--- src/logic/sacs_pkg.sv ---
// Shared constants for the serial converter sequencer and its host end
package sacs_pkg;

  // ----------------------------------------------------------------
  // Conversion cycle layout, in conversion clocks
  // ----------------------------------------------------------------
  localparam int         RES_W      = 8;        // Result width
  localparam int         IDX_W      = 4;        // Width of the clock index
  localparam logic [3:0] CLK_FIRST  = 4'h1;     // First conversion clock
  localparam logic [3:0] CLK_HOLD   = 4'h3;     // Sample is held on this fall
  localparam logic [3:0] CLK_MSB    = 4'h4;     // MSB leaves after this fall
  localparam logic [3:0] CLK_LSB    = 4'hB;     // LSB leaves after this fall
  localparam logic [3:0] CLK_LAST   = 4'hC;     // Twelfth and last clock
  localparam logic [3:0] CLK_NONE   = 4'h0;     // No cycle under way

  // ----------------------------------------------------------------
  // Host sampling window and link clock divider
  // ----------------------------------------------------------------
  localparam logic [3:0] CAP_FIRST  = 4'h5;     // Host takes the MSB at this rise
  localparam int         HALF_PER   = 2;        // Link clock half period in mclk cycles
  localparam int         MCLK_NS    = 10;       // System clock period
  localparam int         DOUT_DLY_NS = 8;       // Data valid after a falling edge
  localparam int         DOUT_DLY_CYC = (DOUT_DLY_NS + MCLK_NS - 1) / MCLK_NS;

  // ----------------------------------------------------------------
  // Sequencer states
  // ----------------------------------------------------------------
  typedef enum logic [1:0] {
    SACS_IDLE,
    SACS_ARM,
    SACS_CONV
  } sacs_state_type;

endpackage : sacs_pkg

--- src/logic/sacs_link_if.sv ---
// Link between the converter end and the host end
`timescale 1ns/1ps
interface sacs_link_if;

  // ----------------------------------------------------------------
  // Link wires
  // ----------------------------------------------------------------
  logic conv_clk;          // Conversion clock made by the host
  logic start_convert_n;   // Start convert, active low
  logic sdata_o;           // Serial data driven by the converter
  logic sdata_oe;          // High while the converter drives the data pin
  wire  sdata;             // Resolved data pin

  // Data pin; a released pin shows the inverse of the last bit, so a stray capture stands out
  assign sdata = sdata_oe ? sdata_o : ~sdata_o;

  modport adc (
    input  conv_clk,
    input  start_convert_n,
    output sdata_o,
    output sdata_oe
  );

  modport host (
    output conv_clk,
    output start_convert_n,
    input  sdata
  );

endinterface : sacs_link_if

--- src/logic/sacs_adc_end.sv ---
// Converter end: conversion sequencer, sample hold and serial result output
//
// Contract
// - track input from clock 12 to clock 3
// - hold sample on third clock falling edge
// - host changes references clock 11 to 3
// - mode set only by start convert use
// - start seen low, next rise is clock 1
// - MSB presented after fourth clock falling edge
// - cycle lasts exactly twelve clocks
// - start high at fall 12 tri-states, idles
// - sync start after fall 12, next rise
// - sync mode keeps output high impedance between
// - start held low gives back-to-back cycles
// - free run drives output low between cycles
// - host raises start between rise 1, fall 12
// - host may add idle clocks, twelve minimum
// - start falling begins cycle, enables output; the code enables it at the next rise with start low
// - one link clock sequences conversion and output
// - output low from cycle start to MSB
// - eight bits out MSB first, one per clock
// - result is straight unsigned binary
// - host keeps clock running during a cycle
`timescale 1ns/1ps
module sacs_adc_end (
  // System clock and reset
  input  wire logic                       mclk_in,
  input  wire logic                       rst_n_in,
  // Link to the host
  sacs_link_if.adc                        link,
  // Converter core side
  input  wire logic [sacs_pkg::RES_W-1:0] sample_in,
  output logic      [sacs_pkg::RES_W-1:0] result_out,
  output logic                            result_valid_out,
  output logic                            tracking_out,
  output logic                            busy_out
);

  // ----------------------------------------------------------------
  // Declarations
  // ----------------------------------------------------------------
  sacs_pkg::sacs_state_type          state_r;
  sacs_pkg::sacs_state_type          state_nxt;
  logic [sacs_pkg::IDX_W-1:0]        idx_r;
  logic [sacs_pkg::IDX_W-1:0]        idx_nxt;
  logic                              lclk_d_r;
  logic [sacs_pkg::RES_W-1:0]        held_r;
  logic [sacs_pkg::RES_W-1:0]        held_nxt;
  logic [sacs_pkg::RES_W-1:0]        shift_r;
  logic [sacs_pkg::RES_W-1:0]        shift_nxt;
  logic                              dout_r;
  logic                              dout_nxt;
  logic                              oe_r;
  logic                              oe_nxt;
  logic                              track_r;
  logic                              track_nxt;
  logic [sacs_pkg::RES_W-1:0]        result_r;
  logic                              rvalid_r;
  logic                              busy_r;

  // ----------------------------------------------------------------
  // Link clock edge detection
  // ----------------------------------------------------------------
  // The link clock is sampled as a plain synchronous input, so both
  // edges are seen one system clock after they happen on the pin.
  wire lclk_rise = link.conv_clk & ~lclk_d_r;
  wire lclk_fall = ~link.conv_clk & lclk_d_r;
  wire sc_low    = ~link.start_convert_n;

  // Position decode within the cycle
  wire in_conv   = (state_r == sacs_pkg::SACS_CONV);
  wire at_hold   = in_conv & (idx_r == sacs_pkg::CLK_HOLD);
  wire at_last   = in_conv & (idx_r == sacs_pkg::CLK_LAST);
  wire in_data   = in_conv & (idx_r >= sacs_pkg::CLK_MSB) & (idx_r <= sacs_pkg::CLK_LSB);
  wire at_lsb    = in_conv & (idx_r == sacs_pkg::CLK_LSB);

  // Cycle starts: from idle on a low start convert, or back to back
  // after clock 12 once the last fall found start convert still low.
  wire start_idle = (state_r == sacs_pkg::SACS_IDLE) & lclk_rise & sc_low;
  wire start_next = at_last & lclk_rise;

  // Result strobe is taken when the LSB leaves
  wire lsb_out    = at_lsb & lclk_fall;

  // ----------------------------------------------------------------
  // Clock index increment
  // ----------------------------------------------------------------
  function automatic logic [sacs_pkg::IDX_W-1:0] clk_inc(input logic [sacs_pkg::IDX_W-1:0] idx);
    clk_inc = idx + sacs_pkg::CLK_FIRST;
  endfunction : clk_inc

  // ----------------------------------------------------------------
  // Sequencer next state
  // ----------------------------------------------------------------
  always_comb
  begin
    state_nxt = state_r;
    idx_nxt   = idx_r;
    case (state_r)
      sacs_pkg::SACS_IDLE:
      begin
        if (start_idle)
        begin
          state_nxt = sacs_pkg::SACS_CONV;
          idx_nxt   = sacs_pkg::CLK_FIRST;
        end
      end
      sacs_pkg::SACS_CONV:
      begin
        if (start_next)
          idx_nxt = sacs_pkg::CLK_FIRST;
        else if (lclk_rise)
          idx_nxt = clk_inc(idx_r);
        else if (at_last & lclk_fall & ~sc_low)
        begin
          state_nxt = sacs_pkg::SACS_IDLE;
          idx_nxt   = sacs_pkg::CLK_NONE;
        end
      end
      default:
      begin
        state_nxt = sacs_pkg::SACS_IDLE;
        idx_nxt   = sacs_pkg::CLK_NONE;
      end
    endcase
  end

  // ----------------------------------------------------------------
  // Track and hold
  // ----------------------------------------------------------------
  // Tracking runs from the fall of clock 12 through clock 3; the held
  // value is frozen at the fall of clock 3 and ignores later input.
  always_comb
  begin
    track_nxt = track_r;
    held_nxt  = held_r;
    if (at_hold & lclk_fall)
    begin
      track_nxt = 1'b0;
      held_nxt  = sample_in;
    end
    else if (at_last & lclk_fall)
      track_nxt = 1'b1;
  end

  // ----------------------------------------------------------------
  // Serial output
  // ----------------------------------------------------------------
  always_comb
  begin
    dout_nxt  = dout_r;
    oe_nxt    = oe_r;
    shift_nxt = shift_r;
    if (start_idle)
    begin
      oe_nxt   = 1'b1;
      dout_nxt = 1'b0;
    end
    else if (at_hold & lclk_fall)
      shift_nxt = sample_in;
    else if (in_data & lclk_fall)
    begin
      dout_nxt  = shift_r[sacs_pkg::RES_W-1];
      shift_nxt = {shift_r[sacs_pkg::RES_W-2:0], 1'b0};
    end
    else if (at_last & lclk_fall)
    begin
      dout_nxt = 1'b0;
      oe_nxt   = sc_low;
    end
  end

  // ----------------------------------------------------------------
  // State registers
  // ----------------------------------------------------------------
  always_ff @(posedge mclk_in)
  begin
    if (!rst_n_in)
    begin
      state_r  <= sacs_pkg::SACS_IDLE;
      idx_r    <= sacs_pkg::CLK_NONE;
      lclk_d_r <= 1'b0;
      track_r  <= 1'b1;
      busy_r   <= 1'b0;
    end
    else
    begin
      state_r  <= state_nxt;
      idx_r    <= idx_nxt;
      lclk_d_r <= link.conv_clk;
      track_r  <= track_nxt;
      busy_r   <= (state_nxt == sacs_pkg::SACS_CONV);
    end
  end

  // Data path registers
  always_ff @(posedge mclk_in)
  begin
    if (!rst_n_in)
    begin
      held_r  <= '0;
      shift_r <= '0;
      dout_r  <= 1'b0;
      oe_r    <= 1'b0;
    end
    else
    begin
      held_r  <= held_nxt;
      shift_r <= shift_nxt;
      dout_r  <= dout_nxt;
      oe_r    <= oe_nxt;
    end
  end

  // Result handed to the core side when the LSB leaves
  always_ff @(posedge mclk_in)
  begin
    if (!rst_n_in)
    begin
      result_r <= '0;
      rvalid_r <= 1'b0;
    end
    else
    begin
      rvalid_r <= lsb_out;
      if (lsb_out)
        result_r <= held_r;
    end
  end

  // ----------------------------------------------------------------
  // Outputs
  // ----------------------------------------------------------------
  assign link.sdata_o      = dout_r;
  assign link.sdata_oe     = oe_r;
  assign result_out        = result_r;
  assign result_valid_out  = rvalid_r;
  assign tracking_out      = track_r;
  assign busy_out          = busy_r;

endmodule : sacs_adc_end

--- src/flat_wrapper.sv ---
// flat-port wrapper written by rule: the top's interface ports become plain ports
module sacs_adc_end_flat 
  (mclk_in, rst_n_in, sample_in, result_out, result_valid_out, tracking_out, busy_out, link_conv_clk, link_start_convert_n, link_sdata_o, link_sdata_oe);
  sacs_link_if link_i ();
  input  wire logic mclk_in;
  input  wire logic rst_n_in;
  input  wire logic [sacs_pkg::RES_W-1:0] sample_in;
  output logic      [sacs_pkg::RES_W-1:0] result_out;
  output logic result_valid_out;
  output logic tracking_out;
  output logic busy_out;
  input wire logic [$bits(link_i.conv_clk)-1:0] link_conv_clk;
  input wire logic [$bits(link_i.start_convert_n)-1:0] link_start_convert_n;
  output wire logic [$bits(link_i.sdata_o)-1:0] link_sdata_o;
  output wire logic [$bits(link_i.sdata_oe)-1:0] link_sdata_oe;
  assign link_i.conv_clk = link_conv_clk;
  assign link_i.start_convert_n = link_start_convert_n;
  assign link_sdata_o = link_i.sdata_o;
  assign link_sdata_oe = link_i.sdata_oe;
  sacs_adc_end u_core (.mclk_in(mclk_in), .rst_n_in(rst_n_in), .link(link_i), .sample_in(sample_in), .result_out(result_out), .result_valid_out(result_valid_out), .tracking_out(tracking_out), .busy_out(busy_out));
endmodule
--- config.mk ---
export PLATFORM = sky130hd
export DESIGN_NAME = sacs_adc_end_flat
export DESIGN_NICKNAME = d
export VERILOG_FILES = /design/src/logic/sacs_pkg.sv /design/src/logic/sacs_link_if.sv /design/src/logic/sacs_adc_end.sv /design/src/flat_wrapper.sv
export SDC_FILE = /design/constraint.sdc
export NUM_CORES = 1
export LEC_CHECK = 0
export ABC_AREA = 1
export ABC_CLOCK_PERIOD_IN_PS = 2140
export BUFFER_PORTS_ARGS = -buffer_cell sky130_fd_sc_hd__clkbuf_2
export CORE_MARGIN = 2
export CORE_UTILIZATION = 54
export CTS_CLUSTER_SIZE = 20
export DETAILED_ROUTE_END_ITERATION = 7
export GPL_ROUTABILITY_DRIVEN = 0
export GPL_TIMING_DRIVEN = 1
export PLACE_DENSITY = 0.78
export REMOVE_ABC_BUFFERS = 1
export SYNTH_ARGS = -nofsm -noshare
export SYNTH_HDL_FRONTEND = slang
export SYNTH_SLANG_ARGS = --single-unit
--- constraint.sdc ---
create_clock -name mclk_in -period 2.14 [get_ports mclk_in]
set_clock_uncertainty 0.2 [all_clocks]
set_input_delay 0.214 -clock mclk_in [delete_from_list [all_inputs] [get_ports mclk_in]]
set_output_delay 0.214 -clock mclk_in [all_outputs]
set_load 0.02 [all_outputs]
==> summary.md <==
| Metric | Value |
|---|---|
| CTS sink count | `36` |
| Global route overflow | `0` |
| Finished layout cell area | `0.001759 mm²` |
| Largest net degree at the start of global routing | `21` |
| First-pass GRT wire length | `5147 µm` |
| Mapped Cells | `203` |
| Placed Area | `0.001623 mm²` |
| 1st-iter DRT viols | `47` |
| Setup TNS | `0 ns` |
| Fmax | `514.7 MHz` |
| Hold Path Depth | `4` |
| Worst-Skew Late Latency | `0.35 ns` |
| Die area | `0.003196 mm²` |
| Delay-heaviest family, CP | `simple AND/OR/NAND/NOR gates` |
| CP endpoint kind | `flip-flop` |
| P&R area growth vs syn | `18.05%` |
| Ordered cell list for the critical path | `dlygate4sd3_1 -> clkbuf_2 -> inv_1 -> nand2_1 -> nor2_1 -> nand2_1 -> nand2_2 -> inv_2 -> nor2_1 -> nor2_1` |
| Tcrit/Tclk final | `0.9079` |
| CTS buffer count | `5` |
| Setup repair after global routing missed its margin | `false` |
| Vias in the first global route | `1,203` |
| Levels on crit path | `10` |
| Via count | `1,365` |
| CP Max Fanout | `8` |
| Routed Antenna Nets | `0` |
| Synth top area cells | `dfxtp_1, nand2_1, a21oi_1, nor2_1, o21ai_0` |
| Diode count | `0` |
| Max Cap Viol | `0` |
| Pleak | `0.8301 nW` |
| GRT Util Overall | `0.2078` |
| Commonest non-fill, non-tap cell in the layout | `nand2_1` |
| # IOs | `25` |
| Slew Limit Headroom | `0.6494` |
| CP max stage delay | `0.53 ns` |
| HP Class | `input port to flip-flop` |
| Yosys warnings | `0` |
| GR peak layer | `met2` |
| Finished Core Util | `0.6549` |
| Flops & latches, synth | `36` |
| Min Tclk post-route | `1.943 ns` |
| Pins Over Slew Limit | `0` |
| Count of different cell masters after synthesis | `20` |
| Vias per inst | `5.056` |
| DR pass1 iterations | `4` |
| Final worst setup slack | `0.1971 ns` |
| CP Launch Type | `input port` |
| PD cells | `615.8 mW/mm²` |
| Bufs and invs on worst path | `4` |
| Most used cell, CP | `nor2_1` |
| DIE HEIGHT | `56.53 µm` |
| Antenna violations before repair | `0` |
| Setup CP Type | `input port to flip-flop` |
| Core Footprint | `0.002686 mm²` |
| H-tree depth | `2` |
| Post-synthesis cell area | `0.001490 mm²` |
| Register area share after synthesis | `0.4836` |
| # port buffers | `24` |
| Slowest-stage cell, CP | `dlygate4sd3_1` |
| CP arrival | `1.99 ns` |
| Share of the synthesized area in the top cell type | `0.4836` |
| DR WL/cell | `11.34 µm` |
| FILL cells | `254` |
| CTS tree | `built` |
| Clock slew at reported path FFs | `0.10 ns` |
| Clock buffer depth | `2` |
| Worst Tran Pin Value | `0.5254 ns` |
| R2R depth | `8` |
| GRT met1 Usage | `0.2679` |
| Die width | `56.53 µm` |
| Post-Syn Area per Cell | `7.341 µm²` |
| Starting Density | `0.5547` |
| Fraction of final layout cells sized beyond drive strength 1 | `0.1548` |
| Routed wire length | `3062 µm` |
| Hold Vio Cnt, Final | `0` |
| Status | `finished, final reports clean` |
| CTS Root Cell | `clkbuf_4` |
| Post-detail-place hpwl | `2112 µm` |
| Critical Path RT | `2.19 ns` |
| Peak VDD IR | `0.0005954 V` |
| Setup violators final | `0` |
| Post-CTS setup repair buffer count | `0` |
| Row count | `19` |
| Drt drc | `0` |
| Commonest cells after routing, fill and taps aside | `nand2_1, dfxtp_1, a21oi_1` |
| Cell taking the most area after synthesis | `dfxtp_1` |
| GRT met2 Usage | `0.3239` |
| Met3 Track Usage GR | `0.05069` |
| Worst Setup Slack post-DPL | `0.3598 ns` |
| Number of gates resized after CTS | `0` |
| Fin nets | `253` |
-- kinds of logic after synthesis --
| group | after synthesis | synth area share |
|---|---|---|
| compound gates | 44 | 0.1503 |
| fa+ha+maj | 2 | 0.01679 |
| xor+xnor | 1 | 0.005878 |
| other cells | 1 | 0.002516 |
| flops | 36 | 0.4836 |
| simple gates | 91 | 0.2586 |
| buf+inv | 28 | 0.08229 |
-- synthesized netlist by cell type --
cell,n
o21ai_0,17
conb_1,1
a21oi_1,26
nor3_4,1
nor3_1,1
ha_1,2
inv_2,1
inv_1,21
o2111ai_1,1
nand3_1,10
clkbuf_1,3
nor2_4,1
buf_6,2
nor2_1,23
nand4_1,2
nand2_1,51
nand2_2,2
dfxtp_1,36
xor2_1,1
inv_4,1
-- final timing paths --
path,start,endpoint,slack [ns]
setup reg to reg,u_core.idx_r[1]$_SDFFE_PN0P_,u_core.shift_r[2]$_SDFFE_PN0P_,0.31
setup / recovery,link_conv_clk,u_core.shift_r[2]$_SDFFE_PN0P_,0.20
hold / removal,link_start_convert_n,u_core.link.sdata_oe$_SDFFE_PN0P_,0.05
hold reg to reg,u_core.result_out[2]$_SDFFE_PN0P_,u_core.result_out[2]$_SDFFE_PN0P_,0.25
-- power breakdown --
group,switching (mW),leakage [nW],internal (mW)
clock,0.217,0.0281,0.121
combinational,0.0370,0.511,0.0285
sequential,0.00466,0.291,0.675
-- layer usage --
metal,share of wire,vias to the layer above,wire length [µm]
met5,0,-,0
met4,0.022,0,68
met3,0.035,8,107
met2,0.46,23,1399
met1,0.49,610,1486
li1,-,724,-
-- worst register-to-register path: cells and delay by family (launching register included) --
kind                     cells  cell delay, ns
buffers and inverters        2            0.22
flip-flops                   1            0.43
adder cells (fa/ha/maj)      1            0.27
AND/OR/NAND/NOR              5            0.60
-- sequential cells by signal, summed over array words and instances (netlist names) --
name	cells
u_core.lclk_d_r	1
u_core.tracking_out	1
u_core.busy_out	1
u_core.idx_r	4
u_core.link.sdata_oe	1
u_core.link.sdata_o	1
u_core.held_r	8
u_core.shift_r	8
u_core.result_valid_out	1
u_core.result_out	8
u_core.state_r	2
-- cell type report --
type,count,area (µm²),area share
sequential,36,720.7,0.4097
timing repair buffer,34,217.7,0.1238
tap,31,38.79,0.02205
clock buffer,6,41.29,0.02347
multi-input combinational,139,646.9,0.3677
clock inverter,1,5.005,0.002845
inverter,23,88.84,0.05050
-- per-stage QoR --
step | hold slack (ns) | power, mW | std cells
3_5_place_dp | 0.2353 | 0.7464 | 254
5_1_grt | 0.07175 | 1.128 | 270
3_3_place_gp | 0.2344 | 0.7457 | 254
6_report | 0.04566 | 1.083 | 270
4_1_cts | 0.03924 | 1.086 | 270
2_1_floorplan | 0.09023 | 0.7232 | 198
-- what timing repair did --
| action | CTS | global route |
|---|---|---|
| endpoints found under the hold margin | 10 | 0 |
| setup endpoints to repair | 0 | 0 |
| hold buffers | 9 | 0 |
(Power assumes the default switching activity.)
